<file path="config.mk">
export PLATFORM = sky130hd
export DESIGN_NAME = nfcb_top
export DESIGN_NICKNAME = d
export VERILOG_FILES = /design/src/nfcb_top.v
export VERILOG_INCLUDE_DIRS = /design/src
export SDC_FILE = /design/constraint.sdc
export NUM_CORES = 1
export LEC_CHECK = 0
export BUFFER_PORTS_ARGS = -buffer_cell sky130_fd_sc_hd__buf_4
export CORE_MARGIN = 8
export CORE_UTILIZATION = 50
export DETAILED_ROUTE_END_ITERATION = 8
export PLACE_DENSITY = 0.69
export SYNTH_ARGS = -nofsm -noshare
export SYNTH_HDL_FRONTEND = slang
export SYNTH_SLANG_ARGS = --single-unit
</file>
<file path="constraint.sdc">
create_clock -name clk -period 18.5 [get_ports clk]
set_input_delay 0.925 -clock clk [delete_from_list [all_inputs] [get_ports clk]]
set_output_delay 0.925 -clock clk [all_outputs]
set_load 0.02 [all_outputs]
</file>
<file path="src/nfcb_consts.vh">
// Purpose: Constants for the NAND flash sequencer with parity check.
// Assumes: Included by nfcb_top.v only.
// Notes: Offsets are APB byte addresses; cycle counts assume a 10 MHz clk.
`ifndef NFCB_CONSTS_VH
`define NFCB_CONSTS_VH
// Register byte offsets.
`define NFCB_OFS_CTRL 8'h00
`define NFCB_OFS_CFG 8'h04
`define NFCB_OFS_CMD 8'h08
`define NFCB_OFS_ADDR0 8'h0C
`define NFCB_OFS_ADDR1 8'h10
`define NFCB_OFS_DELAY 8'h14
`define NFCB_OFS_CS 8'h18
`define NFCB_OFS_DMA 8'h1C
`define NFCB_OFS_META 8'h20
`define NFCB_OFS_STAT 8'h24
`define NFCB_OFS_DATA 8'h28
// Operation codes in CTRL[7:4].
`define NFCB_OP_READ 4'h0
`define NFCB_OP_CREAD 4'h1
`define NFCB_OP_RREAD 4'h2
`define NFCB_OP_PROG 4'h3
`define NFCB_OP_CPROG 4'h4
`define NFCB_OP_RPROG 4'h5
`define NFCB_OP_SCMD 4'h8
`define NFCB_OP_SADDR 4'h9
`define NFCB_OP_SRD 4'hA
`define NFCB_OP_SWR 4'hB
// Status bit positions.
`define NFCB_ST_BUSY 0
`define NFCB_ST_DONE 1
`define NFCB_ST_UNCOR 2
`define NFCB_ST_ERASED 3
`define NFCB_ST_CFGERR 4
// Limits and sizes.
`define NFCB_META_MAX 6'd32
`define NFCB_SEC_SMALL 11'd512
`define NFCB_SEC_LARGE 11'd1024
`define NFCB_SYN_POLY 16'h1021
// Wait after a busy-inducing command before sampling ready: 200 ns at
// 10 MHz, rounded up to whole clocks and sized to the delay counter.
`define NFCB_TWB_CYC 8'h02
`endif

</file>
<file path="src/nfcb_top.v">
// Purpose: NAND flash page sequencer with DMA over AXI and APB registers.
// Assumes: Flash inputs synchronous to clk; one flash cycle is two clks.
// Notes: Parity is a 16-bit code per sector, stored right after it.
//
// What this block does
// - Drives 8/16-bit flash, pages of 512 bytes up to 16 KB.
// - Strength field 4/8/16 per 512 B, 24/32/40/48 per 1 KB, range-checked only; the code stays 16-bit.
// - Code covers user data, user plus spare_metadata, or nothing.
// - Covered spare_metadata limited to 32 bytes; uncovered up to 252 bytes.
// - Sequences read, program, cache and random ops, up to four pages.
// - Status read issued by hardware after each page program.
// - Single command, address or data phase triggered by software.
// - Up to sixteen sector transfers per page operation.
// - Erased pages detected during page reads.
// - Random ops issue own command and address; one page per trigger.
// - Parity bytes interleaved after each user data sector.
// - Flash cycle runs at half the module clock.
// - Sixteen chip selects and two ready_busy_line inputs.
// - Programmable 8-bit delays before data after command or address.
// - Read data written to system memory before its parity is checked.
// - Four or five address cycles selectable.
// - Sixteen-bit flash from two 8-bit chips in parallel.
// - Software or hardware may issue command and address phases.
// - bose_chaudhuri_code datapath takes eight bits per step.
// - Page data moves to and from memory as an AXI master.
`timescale 1ns/1ns
`include "nfcb_consts.vh"
module nfcb_top (
  input wire clk, // Module clock.
  input wire rst_b, // Asynchronous reset, active low.
  input wire psel, // APB select.
  input wire penable, // APB enable.
  input wire pwrite, // APB direction.
  input wire [7:0] paddr, // APB byte address.
  input wire [31:0] pwdata, // APB write data.
  output reg [31:0] prdata, // APB read data.
  output reg pready, // APB ready.
  output reg pslverr, // APB error on unmapped address.
  output reg [31:0] m_awaddr, // AXI write address.
  output reg m_awvalid, // AXI write address valid.
  input wire m_awready, // AXI write address ready.
  output reg [31:0] m_wdata, // AXI write data.
  output reg [3:0] m_wstrb, // AXI write strobes.
  output reg m_wvalid, // AXI write valid.
  input wire m_wready, // AXI write ready.
  input wire m_bvalid, // AXI response valid.
  output reg m_bready, // AXI response ready.
  output reg [31:0] m_araddr, // AXI read address.
  output reg m_arvalid, // AXI read address valid.
  input wire m_arready, // AXI read address ready.
  input wire [31:0] m_rdata, // AXI read data.
  input wire m_rvalid, // AXI read valid.
  output reg m_rready, // AXI read ready.
  output reg [15:0] nf_ce_b, // Flash chip selects, active low.
  output reg nf_cle, // Command latch enable.
  output reg nf_ale, // Address latch enable.
  output reg nf_we_b, // Write strobe, active low.
  output reg nf_re_b, // Read strobe, active low.
  output reg [15:0] nf_dq_o, // Flash data out.
  output reg nf_dq_oe, // Flash data drive enable.
  input wire [15:0] nf_dq_i, // Flash data in.
  input wire [1:0] ready_busy_line // Flash ready, high when ready.
);

////////////////////////////////////////////////////////////////////////////
localparam S_IDLE = 4'd0;
localparam S_CMD = 4'd1;
localparam S_ADDR = 4'd2;
localparam S_WRB = 4'd3;
localparam S_DLY = 4'd4;
localparam S_XFER = 4'd5;
localparam S_PAR = 4'd6;
localparam S_AXW = 4'd7;
localparam S_AXR = 4'd8;
localparam S_STAT = 4'd9;
localparam S_DONE = 4'd10;

// Reset release through two flops.
reg rst_s1_r, rst_s2_r;
always @(posedge clk or negedge rst_b) begin
  if (!rst_b) begin
    rst_s1_r <= 1'b0;
    rst_s2_r <= 1'b0;
  end else begin
    rst_s1_r <= 1'b1;
    rst_s2_r <= rst_s1_r;
  end
end
wire rst_n = rst_s2_r;

reg [31:0] cfg_r, addr0_r, addr1_r, dma_r;
reg [15:0] delay_r;
reg [7:0] cmd_r, data_r, fstat_r, meta_r;
reg [4:0] cs_r;
reg done_r, uncor_r, erased_r, cfgerr_r;
reg [3:0] state_r, op_r, dret_r;
reg ph_r, par_r, have_r, awd_r, wd_r, mism_r, allff_r;
reg [1:0] ci_r, page_r;
reg [2:0] aidx_r;
reg [4:0] sec_r;
reg [10:0] bcnt_r;
reg [7:0] dly_r;
reg [23:0] row_r;
reg [31:0] ptr_r, pack_r;
reg [15:0] syn_r;

// Configuration fields.
wire bus16 = cfg_r[0];
wire addr5 = cfg_r[1];
wire [1:0] ecc_mode = cfg_r[3:2];
wire [2:0] strength = cfg_r[6:4];
wire sec1k = cfg_r[7];
wire [1:0] npage = cfg_r[9:8];
wire [3:0] nsec = cfg_r[13:10];
wire dual8 = cfg_r[14];
wire is_prog = (op_r == `NFCB_OP_PROG) || (op_r == `NFCB_OP_CPROG) ||
               (op_r == `NFCB_OP_RPROG);
wire is_rand = (op_r == `NFCB_OP_RREAD) || (op_r == `NFCB_OP_RPROG);
wire in_meta = (sec_r == {1'b0, nsec} + 5'd1);
wire str_ok = sec1k ? (strength >= 3'd3 && strength <= 3'd6)
                    : (strength <= 3'd2);
wire meta_bad = (ecc_mode == 2'd2) && (meta_r > {2'b00, `NFCB_META_MAX});
wire ecc_on = in_meta ? (ecc_mode == 2'd2) : (ecc_mode != 2'd0);
wire [10:0] sec_len = in_meta ? {3'b000, meta_r[7:2], 2'b00} :
                      (sec1k ? `NFCB_SEC_LARGE : `NFCB_SEC_SMALL);
wire [10:0] bstep = bus16 ? 11'd2 : 11'd1;
wire [10:0] bnext = bcnt_r + bstep;
wire rb_ok = ready_busy_line[cs_r[4]];

// Command bytes for each page operation and stage.
reg [7:0] cur_cmd;
always @* begin
  cur_cmd = cmd_r;
  if (ci_r == 2'd2) begin
    cur_cmd = 8'h70;
  end else begin
    case (op_r)
      `NFCB_OP_READ: cur_cmd = ci_r[0] ? 8'h30 : 8'h00;
      `NFCB_OP_CREAD: cur_cmd = ci_r[0] ? 8'h31 : 8'h00;
      `NFCB_OP_RREAD: cur_cmd = ci_r[0] ? 8'hE0 : 8'h05;
      `NFCB_OP_PROG: cur_cmd = ci_r[0] ? 8'h10 : 8'h80;
      `NFCB_OP_CPROG: cur_cmd = ci_r[0] ? 8'h15 : 8'h80;
      `NFCB_OP_RPROG: cur_cmd = ci_r[0] ? 8'h10 : 8'h85;
      default: cur_cmd = cmd_r;
    endcase
  end
end

wire [2:0] alast = is_rand ? 3'd1 : (addr5 ? 3'd4 : 3'd3);
wire [39:0] abytes = {row_r, addr0_r[15:0]};
wire [7:0] cur_addr = (op_r == `NFCB_OP_SADDR) ? addr0_r[7:0] :
                      abytes[{aidx_r, 3'b000} +: 8];

// Eight-bit step of the check code.
function [15:0] nfcb_syn;
  input [15:0] s;
  input [7:0] b;
  integer i;
  reg [15:0] t;
  begin
    t = s ^ {b, 8'h00};
    for (i = 0; i < 8; i = i + 1) begin
      t = t[15] ? ({t[14:0], 1'b0} ^ `NFCB_SYN_POLY) : {t[14:0], 1'b0};
    end
    nfcb_syn = t;
  end
endfunction

wire [15:0] syn1 = nfcb_syn(syn_r, bus16 ? nf_dq_i[7:0] : nf_dq_i[7:0]);
wire [15:0] syn_rd = bus16 ? nfcb_syn(syn1, nf_dq_i[15:8]) : syn1;
wire [15:0] syn_wr0 = nfcb_syn(syn_r, pack_r[7:0]);
wire [15:0] syn_wr = bus16 ? nfcb_syn(syn_wr0, pack_r[15:8]) : syn_wr0;
wire rd_ff = bus16 ? (nf_dq_i == 16'hFFFF) : (nf_dq_i[7:0] == 8'hFF);

////////////////////////////////////////////////////////////////////////////
// APB slave: one wait state, writes land at the edge pready is seen.
wire acc = psel && penable && pready;
wire wr = acc && pwrite;
wire start = wr && (paddr == `NFCB_OFS_CTRL) && pwdata[0] &&
             (state_r == S_IDLE);
reg ev_done, ev_uncor, ev_erased;
always @(posedge clk or negedge rst_n) begin
  if (!rst_n) begin
    pready <= 1'b0;
    pslverr <= 1'b0;
    prdata <= 32'h0000_0000;
    cfg_r <= 32'h0000_0000;
    addr0_r <= 32'h0000_0000;
    addr1_r <= 32'h0000_0000;
    dma_r <= 32'h0000_0000;
    delay_r <= 16'h0000;
    cmd_r <= 8'h00;
    meta_r <= 8'h00;
    cs_r <= 5'h00;
    done_r <= 1'b0;
    uncor_r <= 1'b0;
    erased_r <= 1'b0;
    cfgerr_r <= 1'b0;
  end else begin
    pready <= psel && penable && !pready;
    pslverr <= psel && penable && !pready && (paddr > `NFCB_OFS_DATA ||
               paddr[1:0] != 2'b00);
    if (psel && penable && !pready) begin
      case (paddr)
        `NFCB_OFS_CFG: prdata <= cfg_r;
        `NFCB_OFS_CMD: prdata <= {24'h00_0000, cmd_r};
        `NFCB_OFS_ADDR0: prdata <= addr0_r;
        `NFCB_OFS_ADDR1: prdata <= addr1_r;
        `NFCB_OFS_DELAY: prdata <= {16'h0000, delay_r};
        `NFCB_OFS_CS: prdata <= {27'h000_0000, cs_r};
        `NFCB_OFS_DMA: prdata <= dma_r;
        `NFCB_OFS_META: prdata <= {24'h00_0000, meta_r};
        `NFCB_OFS_STAT: prdata <= {16'h0000, fstat_r, 3'b000, cfgerr_r,
                                   erased_r, uncor_r, done_r,
                                   (state_r != S_IDLE)};
        `NFCB_OFS_DATA: prdata <= {24'h00_0000, data_r};
        default: prdata <= 32'h0000_0000;
      endcase
    end
    if (wr && state_r == S_IDLE) begin
      case (paddr)
        `NFCB_OFS_CFG: cfg_r <= pwdata;
        `NFCB_OFS_CMD: cmd_r <= pwdata[7:0];
        `NFCB_OFS_ADDR0: addr0_r <= pwdata;
        `NFCB_OFS_ADDR1: addr1_r <= pwdata;
        `NFCB_OFS_DELAY: delay_r <= pwdata[15:0];
        `NFCB_OFS_CS: cs_r <= pwdata[4:0];
        `NFCB_OFS_DMA: dma_r <= pwdata;
        `NFCB_OFS_META: meta_r <= pwdata[7:0];
        default: cs_r <= cs_r;
      endcase
    end
    // Sticky flags: a hardware set in the same cycle beats the clear.
    if (wr && paddr == `NFCB_OFS_STAT) begin
      done_r <= (done_r && !pwdata[`NFCB_ST_DONE]) || ev_done;
      uncor_r <= (uncor_r && !pwdata[`NFCB_ST_UNCOR]) || ev_uncor;
      erased_r <= (erased_r && !pwdata[`NFCB_ST_ERASED]) || ev_erased;
      cfgerr_r <= cfgerr_r && !pwdata[`NFCB_ST_CFGERR];
    end else begin
      done_r <= done_r || ev_done;
      uncor_r <= uncor_r || ev_uncor;
      erased_r <= erased_r || ev_erased;
      cfgerr_r <= cfgerr_r || (start && (meta_bad || !str_ok));
    end
  end
end

////////////////////////////////////////////////////////////////////////////
// Sequencer. Each flash cycle: phase 0 drives strobe low, phase 1 high.
// Half-rate strobes
always @(posedge clk or negedge rst_n) begin
  if (!rst_n) begin
    state_r <= S_IDLE;
    op_r <= 4'h0;
    dret_r <= S_IDLE;
    ph_r <= 1'b0;
    par_r <= 1'b0;
    have_r <= 1'b0;
    awd_r <= 1'b0;
    wd_r <= 1'b0;
    mism_r <= 1'b0;
    allff_r <= 1'b1;
    ci_r <= 2'd0;
    page_r <= 2'd0;
    aidx_r <= 3'd0;
    sec_r <= 5'd0;
    bcnt_r <= 11'd0;
    dly_r <= 8'h00;
    row_r <= 24'h00_0000;
    ptr_r <= 32'h0000_0000;
    pack_r <= 32'h0000_0000;
    syn_r <= 16'h0000;
    data_r <= 8'h00;
    fstat_r <= 8'h00;
    ev_done <= 1'b0;
    ev_uncor <= 1'b0;
    ev_erased <= 1'b0;
    nf_ce_b <= 16'hFFFF;
    nf_cle <= 1'b0;
    nf_ale <= 1'b0;
    nf_we_b <= 1'b1;
    nf_re_b <= 1'b1;
    nf_dq_o <= 16'h0000;
    nf_dq_oe <= 1'b0;
    m_awaddr <= 32'h0000_0000;
    m_awvalid <= 1'b0;
    m_wdata <= 32'h0000_0000;
    m_wstrb <= 4'h0;
    m_wvalid <= 1'b0;
    m_bready <= 1'b0;
    m_araddr <= 32'h0000_0000;
    m_arvalid <= 1'b0;
    m_rready <= 1'b0;
  end else begin
    ev_done <= 1'b0;
    ev_uncor <= 1'b0;
    ev_erased <= 1'b0;
    m_bready <= 1'b1;
    m_rready <= 1'b1;
    case (state_r)
      S_IDLE: begin
        nf_ce_b <= 16'hFFFF;
        if (start && !meta_bad && str_ok) begin
          nf_ce_b <= ~((16'h0001 << cs_r[3:0]) |
                       (dual8 ? (16'h0001 << (cs_r[3:0] ^ 4'h1)) : 16'h0000));
          op_r <= pwdata[7:4];
          ci_r <= 2'd0;
          aidx_r <= 3'd0;
          page_r <= 2'd0;
          sec_r <= 5'd0;
          bcnt_r <= 11'd0;
          syn_r <= 16'h0000;
          mism_r <= 1'b0;
          allff_r <= 1'b1;
          have_r <= 1'b0;
          ph_r <= 1'b0;
          row_r <= {addr1_r[7:0], addr0_r[31:16]};
          ptr_r <= dma_r;
          case (pwdata[7:4])
            `NFCB_OP_SADDR: state_r <= S_ADDR;
            `NFCB_OP_SRD: begin
              dly_r <= delay_r[7:0];
              dret_r <= S_STAT;
              state_r <= S_DLY;
            end
            `NFCB_OP_SWR: state_r <= S_XFER;
            default: state_r <= S_CMD;
          endcase
        end
      end
      S_CMD: begin
        ph_r <= !ph_r;
        nf_dq_oe <= 1'b1;
        nf_cle <= !ph_r;
        nf_we_b <= ph_r;
        nf_dq_o <= {8'h00, cur_cmd};
        if (ph_r) begin
          nf_dq_oe <= 1'b0;
          if (op_r == `NFCB_OP_SCMD) begin
            state_r <= S_DONE;
          end else if (ci_r == 2'd0) begin
            state_r <= S_ADDR;
          end else if (ci_r == 2'd2) begin
            dly_r <= delay_r[7:0];
            dret_r <= S_STAT;
            state_r <= S_DLY;
          end else if (op_r == `NFCB_OP_RREAD) begin
            dly_r <= delay_r[7:0];
            dret_r <= S_XFER;
            state_r <= S_DLY;
          end else begin
            dly_r <= `NFCB_TWB_CYC;
            state_r <= S_WRB;
          end
        end
      end
      S_ADDR: begin
        ph_r <= !ph_r;
        nf_dq_oe <= 1'b1;
        nf_ale <= !ph_r;
        nf_we_b <= ph_r;
        nf_dq_o <= {8'h00, cur_addr};
        if (ph_r) begin
          nf_dq_oe <= 1'b0;
          aidx_r <= aidx_r + 3'd1;
          if (op_r == `NFCB_OP_SADDR) begin
            state_r <= S_DONE;
          end else if (aidx_r == alast) begin
            aidx_r <= 3'd0;
            if (is_prog) begin
              dly_r <= delay_r[15:8];
              dret_r <= S_XFER;
              state_r <= S_DLY;
            end else begin
              ci_r <= 2'd1;
              state_r <= S_CMD;
            end
          end
        end
      end
      S_WRB: begin
        if (dly_r != 8'h00) begin
          dly_r <= dly_r - 8'h01;
        end else if (rb_ok) begin
          if (is_prog) begin
            ci_r <= 2'd2;
            state_r <= S_CMD;
          end else begin
            dly_r <= delay_r[7:0];
            dret_r <= S_XFER;
            state_r <= S_DLY;
          end
        end
      end
      S_DLY: begin
        dly_r <= dly_r - 8'h01;
        if (dly_r == 8'h00) begin
          state_r <= dret_r;
        end
      end
      S_XFER: begin
        if (op_r == `NFCB_OP_SWR) begin
          ph_r <= !ph_r;
          nf_dq_oe <= 1'b1;
          nf_we_b <= ph_r;
          nf_dq_o <= {8'h00, addr1_r[31:24]};
          if (ph_r) begin
            nf_dq_oe <= 1'b0;
            state_r <= S_DONE;
          end
        end else if (bcnt_r == sec_len) begin
          bcnt_r <= 11'd0;
          par_r <= 1'b0;
          state_r <= ecc_on ? S_PAR : S_XFER;
          if (!ecc_on) begin
            sec_r <= sec_r + 5'd1;
          end
          if (!ecc_on && (in_meta || (sec_r == {1'b0, nsec} &&
              meta_r[7:2] == 6'd0) || is_rand)) begin
            sec_r <= 5'd0;
            state_r <= S_DONE;
          end
        end else if (is_prog && !have_r) begin
          m_araddr <= ptr_r;
          m_arvalid <= 1'b1;
          state_r <= S_AXR;
        end else begin
          ph_r <= !ph_r;
          nf_dq_oe <= is_prog;
          nf_we_b <= !(is_prog && !ph_r);
          nf_re_b <= !(!is_prog && !ph_r);
          nf_dq_o <= bus16 ? pack_r[15:0] : {8'h00, pack_r[7:0]};
          if (ph_r) begin
            nf_dq_oe <= 1'b0;
            bcnt_r <= bnext;
            if (is_prog) begin
              syn_r <= syn_wr;
              pack_r <= bus16 ? {16'h0000, pack_r[31:16]} :
                                {8'h00, pack_r[31:8]};
              have_r <= (bnext[1:0] != 2'b00);
            end else begin
              syn_r <= syn_rd;
              allff_r <= allff_r && rd_ff;
              pack_r <= bus16 ? {nf_dq_i, pack_r[31:16]} :
                                {nf_dq_i[7:0], pack_r[31:8]};
              if (bnext[1:0] == 2'b00) begin
                state_r <= S_AXW;
                awd_r <= 1'b0;
                wd_r <= 1'b0;
              end
            end
          end
        end
      end
      S_PAR: begin
        ph_r <= !ph_r;
        nf_dq_oe <= is_prog;
        nf_we_b <= !(is_prog && !ph_r);
        nf_re_b <= !(!is_prog && !ph_r);
        nf_dq_o <= bus16 ? syn_r : {8'h00, (par_r ? syn_r[15:8] :
                                                    syn_r[7:0])};
        if (ph_r) begin
          nf_dq_oe <= 1'b0;
          par_r <= 1'b1;
          if (!is_prog) begin
            allff_r <= allff_r && rd_ff;
            if (bus16) begin
              mism_r <= mism_r || (nf_dq_i != syn_r);
            end else begin
              mism_r <= mism_r || (nf_dq_i[7:0] !=
                        (par_r ? syn_r[15:8] : syn_r[7:0]));
            end
          end
          if (bus16 || par_r) begin
            syn_r <= 16'h0000;
            state_r <= S_XFER;
            sec_r <= sec_r + 5'd1;
            if (in_meta || is_rand || (sec_r == {1'b0, nsec} &&
                meta_r[7:2] == 6'd0)) begin
              sec_r <= 5'd0;
              state_r <= S_DONE;
            end
          end
        end
      end
      S_AXW: begin
        m_awaddr <= ptr_r;
        m_wdata <= pack_r;
        m_wstrb <= 4'hF;
        m_awvalid <= !awd_r && !(m_awvalid && m_awready);
        m_wvalid <= !wd_r && !(m_wvalid && m_wready);
        if (m_awvalid && m_awready) begin
          awd_r <= 1'b1;
        end
        if (m_wvalid && m_wready) begin
          wd_r <= 1'b1;
        end
        if (m_bvalid && m_bready) begin
          ptr_r <= ptr_r + 32'h0000_0004;
          m_awvalid <= 1'b0;
          m_wvalid <= 1'b0;
          state_r <= S_XFER;
        end
      end
      S_AXR: begin
        if (m_arvalid && m_arready) begin
          m_arvalid <= 1'b0;
        end
        if (m_rvalid && m_rready) begin
          pack_r <= m_rdata;
          have_r <= 1'b1;
          ptr_r <= ptr_r + 32'h0000_0004;
          state_r <= S_XFER;
        end
      end
      S_STAT: begin
        ph_r <= !ph_r;
        nf_re_b <= ph_r;
        if (ph_r) begin
          if (op_r == `NFCB_OP_SRD) begin
            data_r <= nf_dq_i[7:0];
          end else begin
            fstat_r <= nf_dq_i[7:0];
          end
          state_r <= S_DONE;
        end
      end
      default: begin
        // Page end: program issues its confirm, reads close the page.
        if (is_prog && ci_r == 2'd0) begin
          ci_r <= 2'd1;
          state_r <= S_CMD;
        end else begin
          if (!is_prog && op_r <= `NFCB_OP_RREAD) begin
            ev_erased <= allff_r;
            ev_uncor <= mism_r && !allff_r;
          end
          mism_r <= 1'b0;
          allff_r <= 1'b1;
          if (op_r <= `NFCB_OP_RPROG && !is_rand && page_r != npage) begin
            page_r <= page_r + 2'd1;
            row_r <= row_r + 24'h00_0001;
            ci_r <= 2'd0;
            state_r <= S_CMD;
          end else begin
            ev_done <= 1'b1;
            nf_ce_b <= 16'hFFFF;
            state_r <= S_IDLE;
          end
        end
      end
    endcase
  end
end
endmodule

</file>
Yosys cells after proc, flatten, opt, wreduce, memory -nomap -nowiden
Index checks and enable logic that the tools add are counted.
{ "word_totals": {"ff_bits": 516} }
{ "op_classes": {"bitwise_logic": 46, "n_addsub": 8, "shift": 3, "n_mux": 261, "n_eq_ne": 90, "n_lt_le_gt_ge": 8, "reduce_logical": 145} }
{ "op_table": {"columns": ["cell", "n"], "rows": [
  ["13-bit two-way mux", 32],
  ["32-bit two-way mux", 10],
  ["32-bit case mux with 10 select lines", 1],
  ["16-bit two-way mux", 19],
  ["8-bit two-way mux", 21],
  ["4-bit two-way mux", 36],
  ["24-bit two-way mux", 4],
  ["3-bit inverter", 32],
  ["32-bit case mux with 3 select lines", 1],
  ["11-bit two-way mux", 7],
  ["1-bit two-way mux", 69],
  ["2-bit != test (second input constant)", 32],
  ["16-bit case mux with 4 select lines", 1],
  ["32-bit case mux with 2 select lines", 1],
  ["16-bit XOR", 4],
  ["16-bit case mux with 3 select lines", 1],
  ["24-bit case mux with 2 select lines", 1],
  ["8-bit case mux with 6 select lines", 1],
  ["5-bit two-way mux", 8],
  ["4-bit case mux with 10 select lines", 1],
  ["8-bit case mux with 5 select lines", 1],
  ["40-bit by 7-bit indexed part select with 8-bit output", 1],
  ["1-bit logical AND", 37],
  ["4-bit == test (second input constant)", 9],
  ["82 further kinds", 231]
]} }

Longest topological paths before layout
{ "logic_depth": {"depth_word": 41, "depth_mapped": 13, "depth_no_buf": 10} }

Worst setup path before layout
Ideal clock, no wire load.
{ "synth_path": {"path_kind": "in2reg", "startpoint": "input port nf_dq_i[5]", "endpoint": "register syn_r[13]", "arrival_time_ns": 3.058, "cell_stages": 9, "required_ns": 18.379, "slack_ns": 15.321, "cell_sequence": "buf_1 xor2_1 xnor3_1 xnor3_1 xnor2_1 nor2_1 a21oi_1 a21oi_1 a22o_1"} }
{ "synth_via": {"elab_chain_len": 24} }
{ "synth_lines": {"columns": ["element", "line_no", "source"], "rows": [
  ["start, declared", "nfcb_top.v:61", "input wire [15:0] nf_dq_i,"],
  ["16-bit XOR *", "nfcb_top.v:161", "t = s ^ {b, 8'h00};"],
  ["13-bit two-way mux *", "nfcb_top.v:163", "t = t[15] ? ({t[14:0], 1'b0} ^ `NFCB_SYN_POLY) : {t[14:0], 1'b0};"],
  ["13-bit two-way mux (3 in a row)", "nfcb_top.v:163", null],
  ["13-bit two-way mux *", "nfcb_top.v:163", null],
  ["3-bit inverter (no source line)", null, null],
  ["13-bit two-way mux", "nfcb_top.v:163", null],
  ["16-bit XOR", "nfcb_top.v:161", null],
  ["13-bit two-way mux (6 in a row)", "nfcb_top.v:163", null],
  ["3-bit inverter (no source line)", null, null],
  ["13-bit two-way mux", "nfcb_top.v:163", null],
  ["16-bit two-way mux *", "nfcb_top.v:170", "wire [15:0] syn_rd = bus16 ? nfcb_syn(syn1, nf_dq_i[15:8]) : syn1;"],
  ["16-bit two-way mux *", "nfcb_top.v:436", "if (is_prog) begin"],
  ["16-bit two-way mux *", "nfcb_top.v:433", "if (ph_r) begin"],
  ["16-bit two-way mux *", "nfcb_top.v:423", "end else if (is_prog && !have_r) begin"],
  ["16-bit two-way mux *", "nfcb_top.v:411", "end else if (bcnt_r == sec_len) begin"],
  ["16-bit two-way mux *", "nfcb_top.v:402", "if (op_r == `NFCB_OP_SWR) begin"],
  ["16-bit case mux with 3 select lines *", "nfcb_top.v:300", "case (state_r)"],
  ["end signal, assigned", "nfcb_top.v:437", "syn_r <= syn_wr;"],
  ["end signal, assigned", "nfcb_top.v:442", "syn_r <= syn_rd;"],
  ["end, declared", "nfcb_top.v:105", "reg [15:0] syn_r;"]
]} }
Every way passes the cells marked *; elsewhere a longest branch is shown, timed or not. The select of a mux whose other input is x is not followed.
A chain may end at the register's enable or synchronous reset.

Final worst setup path
{ "layout_path": {"startpoint": "register state_r[2]", "endpoint": "register ptr_r[19]"} }
{ "layout_via": {"elab_chain_len": 6, "elab_cells_between_ends": 12} }
{ "layout_lines": {"columns": ["element", "line_no", "source"], "rows": [
  ["start, declared", "nfcb_top.v:96", "reg [3:0] state_r, op_r, dret_r;"],
  ["start signal, assigned", "nfcb_top.v:398", "state_r <= dret_r;"],
  ["start signal, assigned", "nfcb_top.v:414", "state_r <= ecc_on ? S_PAR : S_XFER;"],
  ["4-bit zero test", "nfcb_top.v:180, nfcb_top.v:300", null],
  ["1-bit logical AND", "nfcb_top.v:179", "wire start = wr && (paddr == `NFCB_OFS_CTRL) && pwdata[0] &&"],
  ["1-bit logical AND (2 in a row)", "nfcb_top.v:303", "if (start && !meta_bad && str_ok) begin"],
  ["2-bit by 1-bit != test with 1-bit output (no source line)", null, null],
  ["4-bit AND reduction (no source line)", null, null],
  ["end signal, assigned", "nfcb_top.v:318", "ptr_r <= dma_r;"],
  ["end signal, assigned", "nfcb_top.v:499", "ptr_r <= ptr_r + 32'h0000_0004;"],
  ["end signal, assigned", "nfcb_top.v:512", "ptr_r <= ptr_r + 32'h0000_0004;"],
  ["end, declared", "nfcb_top.v:104", "reg [31:0] ptr_r, pack_r;"]
]} }
Several ways; a longest one is shown, not always the timed one.

==> results_dict.tcl <==
set metrics [dict create \
    die_y_um 248 \
    hold_viol 0 \
    synth-compound-area-share_pct 16.6 \
    pwr-share-seq_pct 34.3 \
    grt_setup_unrepaired "no" \
    total_power_mw 4.44 \
    pre_cts_ws_ns 13.84 \
    grt_first_pass_wirelength_mm 144 \
    clock_sinks 515 \
    fin_crit_sh_pct 25.9 \
    synth_mux_area_share_pct 11.9 \
    reg2reg_setup_slack_ns 13.71 \
    avgSynthCellArea_um2 9.82 \
    place_inst 3566 \
    worst_pin_slew_ns 1.24 \
    placeableCoreArea_mm2 0.0536 \
    place.gp.congestion 0.981 \
    design_area_mm2 0.0314 \
    synth_area_mm2 0.0270 \
    sw_frac_of_total_pct 39.8 \
    r2r-start "state_r[2]" \
    postLayoutSetupSlackWorst_ns 13.71 \
    ys_ff_latch 515 \
    clk_pin_slew_ns 0.06 \
    track_usage_pct 30.7 \
    first_iter_violations 2854 \
    finClkSkew_ns 0.0281 \
    cp_max_fo 82 \
    grt_max_degree 85 \
    cap_violations 0 \
    status "finished clean" \
    fillers 4589 \
    yosys_warnings 0 \
    crit_path_end_kind "flop" \
    synthAdderAreaFrac_pct 0.445 \
    hp-class "in -> async" \
    finalSetupViolCount 0 \
    grt-ovfl-total 0 \
    synth_edf_count 0 \
    die-area_mm2 0.0616 \
    first_pass_iters 7 \
    synthSimpleGateAreaFrac_pct 14.1 \
    cts_buffer_depth 3 \
    totalWireLength_mm 95.9 \
    numCtsBuffers 55 \
    relSlewSlack_pct 16.9 \
    ys.flop_type "dfrtp_1" \
    max_freq_ghz 0.209 \
    async_reset_ff_share_pct 100 \
    required_ns 18.99 \
    h-tree-depth 2 \
    place_area_mm2 0.0295 \
    cts_resized 0 \
    utilization_pct 58.5 \
    grt_pass1_vias 22637 \
    drc 0 \
    finalMaxSlewViolations 0 \
    synth_top_family_by_area "compound AO/OA/AOI/OAI gates" \
    antenna_found_initial 2 \
    initial_core_util_pct 50.3 \
    io_buffers 275 \
    start_kind "flop" \
    vias_per_cell 6.36 \
    peakVddDrop_mv 0.0884 \
    cp_data_arrival_time_ns 5.28 \
    final_antenna_net_count 0 \
    power_frac_comb_pct 40.6 \
    p_leak_nw 14.7 \
    instances_no_fill 3666 \
    cts-root-buf "clkbuf_16" \
    intPower_mw 2.67 \
    pin_count 276 \
    postCtsSetupBuffers 0 \
    fin_setup_tns_ns 0 \
    ff2ff_path_depth 6 \
    synth_cell_type_count 86 \
    area_growth_pct 16.2 \
    clkLatencyLatePin_ns 0.62 \
    row_count 85 \
    synthXorXnorAreaFrac_pct 5.58 \
    powerDensity_mw_per_mm2 141 \
    holdWs_ns 0.0902 \
    drive_gt1_share_pct 22.9 \
    yosysSeqAreaShare_pct 47.9 \
    drt-wirelength-per-cell_um 26.2 \
    final_nets 3036 \
    syn_inst 2747 \
    cts_tree "done" \
    switching_power_mw 1.77 \
    die_w_um 248 \
    vias 23333 \
    dp.final_hpwl_mm 69.1 \
    power.share.clock_pct 25.2 \
    post-route-min-period_ns 4.79 \
    timing.rr.end "ptr_r[19]" \
    path_class "reg -> reg" \
    cts-hold-fix-buffers 0 \
]
power groups by stage:
stage	Sequential (mW)	Combinational, mW	Clock (mW)
final	1.52	1.80	1.12
after global routing	1.54	1.95	1.17
after CTS	1.51	1.78	1.13
after detailed placement	1.53	1.77	0
after global placement	1.53	1.76	0
after floorplan	1.50	1.25	0
metal layers:
metal	GRT usage, %	part of all wire (%)	up-vias
li1	-	-	10262
met1	44.8	43	11748
met2	45.6	44	1157
met3	6.08	9.6	166
met4	10.2	3.4	0
met5	0	0	-
sequential cells by signal, indices dropped and copies added, names as in the netlist, 5 cells and up:
signal / flops
pack_r: 32
dly_r: 8
cmd_r: 8
syn_r: 16
fstat_r: 8
dma_r: 32
addr1_r: 32
delay_r: 16
nf_dq_o: 16
addr0_r: 32
data_r: 8
sec_r: 5
m_wdata: 32
m_araddr: 32
m_awaddr: 32
ptr_r: 32
cfg_r: 32
bcnt_r: 11
prdata: 32
row_r: 24
cs_r: 5
nf_ce_b: 16
meta_r: 8
logic make-up (layout without fill, tap and decap cells):
logic type / after synthesis / after routing
AOI/OAI and AO/OA: 688 / 688
xor gates and xnor gates: 153 / 153
adders and majority gates: 9 / 9
buffers and inverters: 238 / 459
DFF: 515 / 515
muxes: 281 / 281
other: 1 / 3
and+or+nand+nor: 862 / 862
how the worst max path moves through the flow:
stage                  to  cells after the start  slack [ns]        from
3_5_place_dp    ptr_r[19]                      6       13.84  state_r[2]
2_1_floorplan  addr0_r[0]                      0        3.12       rst_n
4_1_cts         ptr_r[19]                      6       13.79  state_r[2]
5_1_grt          ptr_r[9]                      5       13.35  state_r[2]
3_3_place_gp     ptr_r[6]                      6       13.95  state_r[2]
6_report        ptr_r[19]                      6       13.71  state_r[2]
area by class of cell:
type / instances / area, µm² / share of cell area (%)
diodes: 1 / 2.50 / 0.00798
clock buffers: 75 / 1540 / 4.91
clock inverters: 24 / 273 / 0.870
inverters: 43 / 161 / 0.515
multi-input cells: 1995 / 13200 / 42.1
flip-flops and latches: 515 / 12900 / 41.2
well taps: 696 / 871 / 2.78
repair buffers: 317 / 2380 / 7.59
worst max-delay path: stages (launching register included):
cell	delay, ns
dfrtp_1	0.89
nor2b_1	0.50
nand3_4	0.75
nand2_1	1.09
nand4_1	0.79
o32ai_1	0.51
nor2_1	0.07
Yosys cell counts (all sizes together), types with 48 or more instances:
cell type	n	area (µm²)
dfrtp	496	12400
nand2	452	1700
xor2	48	420
mux2	213	2400
mux2i	58	581
nor2	159	604
a21oi	172	861
clkbuf	158	593
nor3	53	265
nand3	58	290
o21ai	198	1000
xnor2	93	815
layout by cell type, fill, tap and decap left out, types with 35 or more instances in the layout:
cell       netlist  final
a21oi_1        172    171
a221oi_1        37     37
a22o_1          35     35
buf_4            5    317
clkbuf_16        0     55
dfrtp_1        496    494
inv_1           40     40
mux2_2         213    213
mux2i_1         58     58
nand2_1        452    452
nand3_1         58     57
nor2_1         158    151
nor3_1          53     47
o21ai_0        196    196
xnor2_1         93     93
xor2_1          48     48
Power figures use the tool's default switching activity.
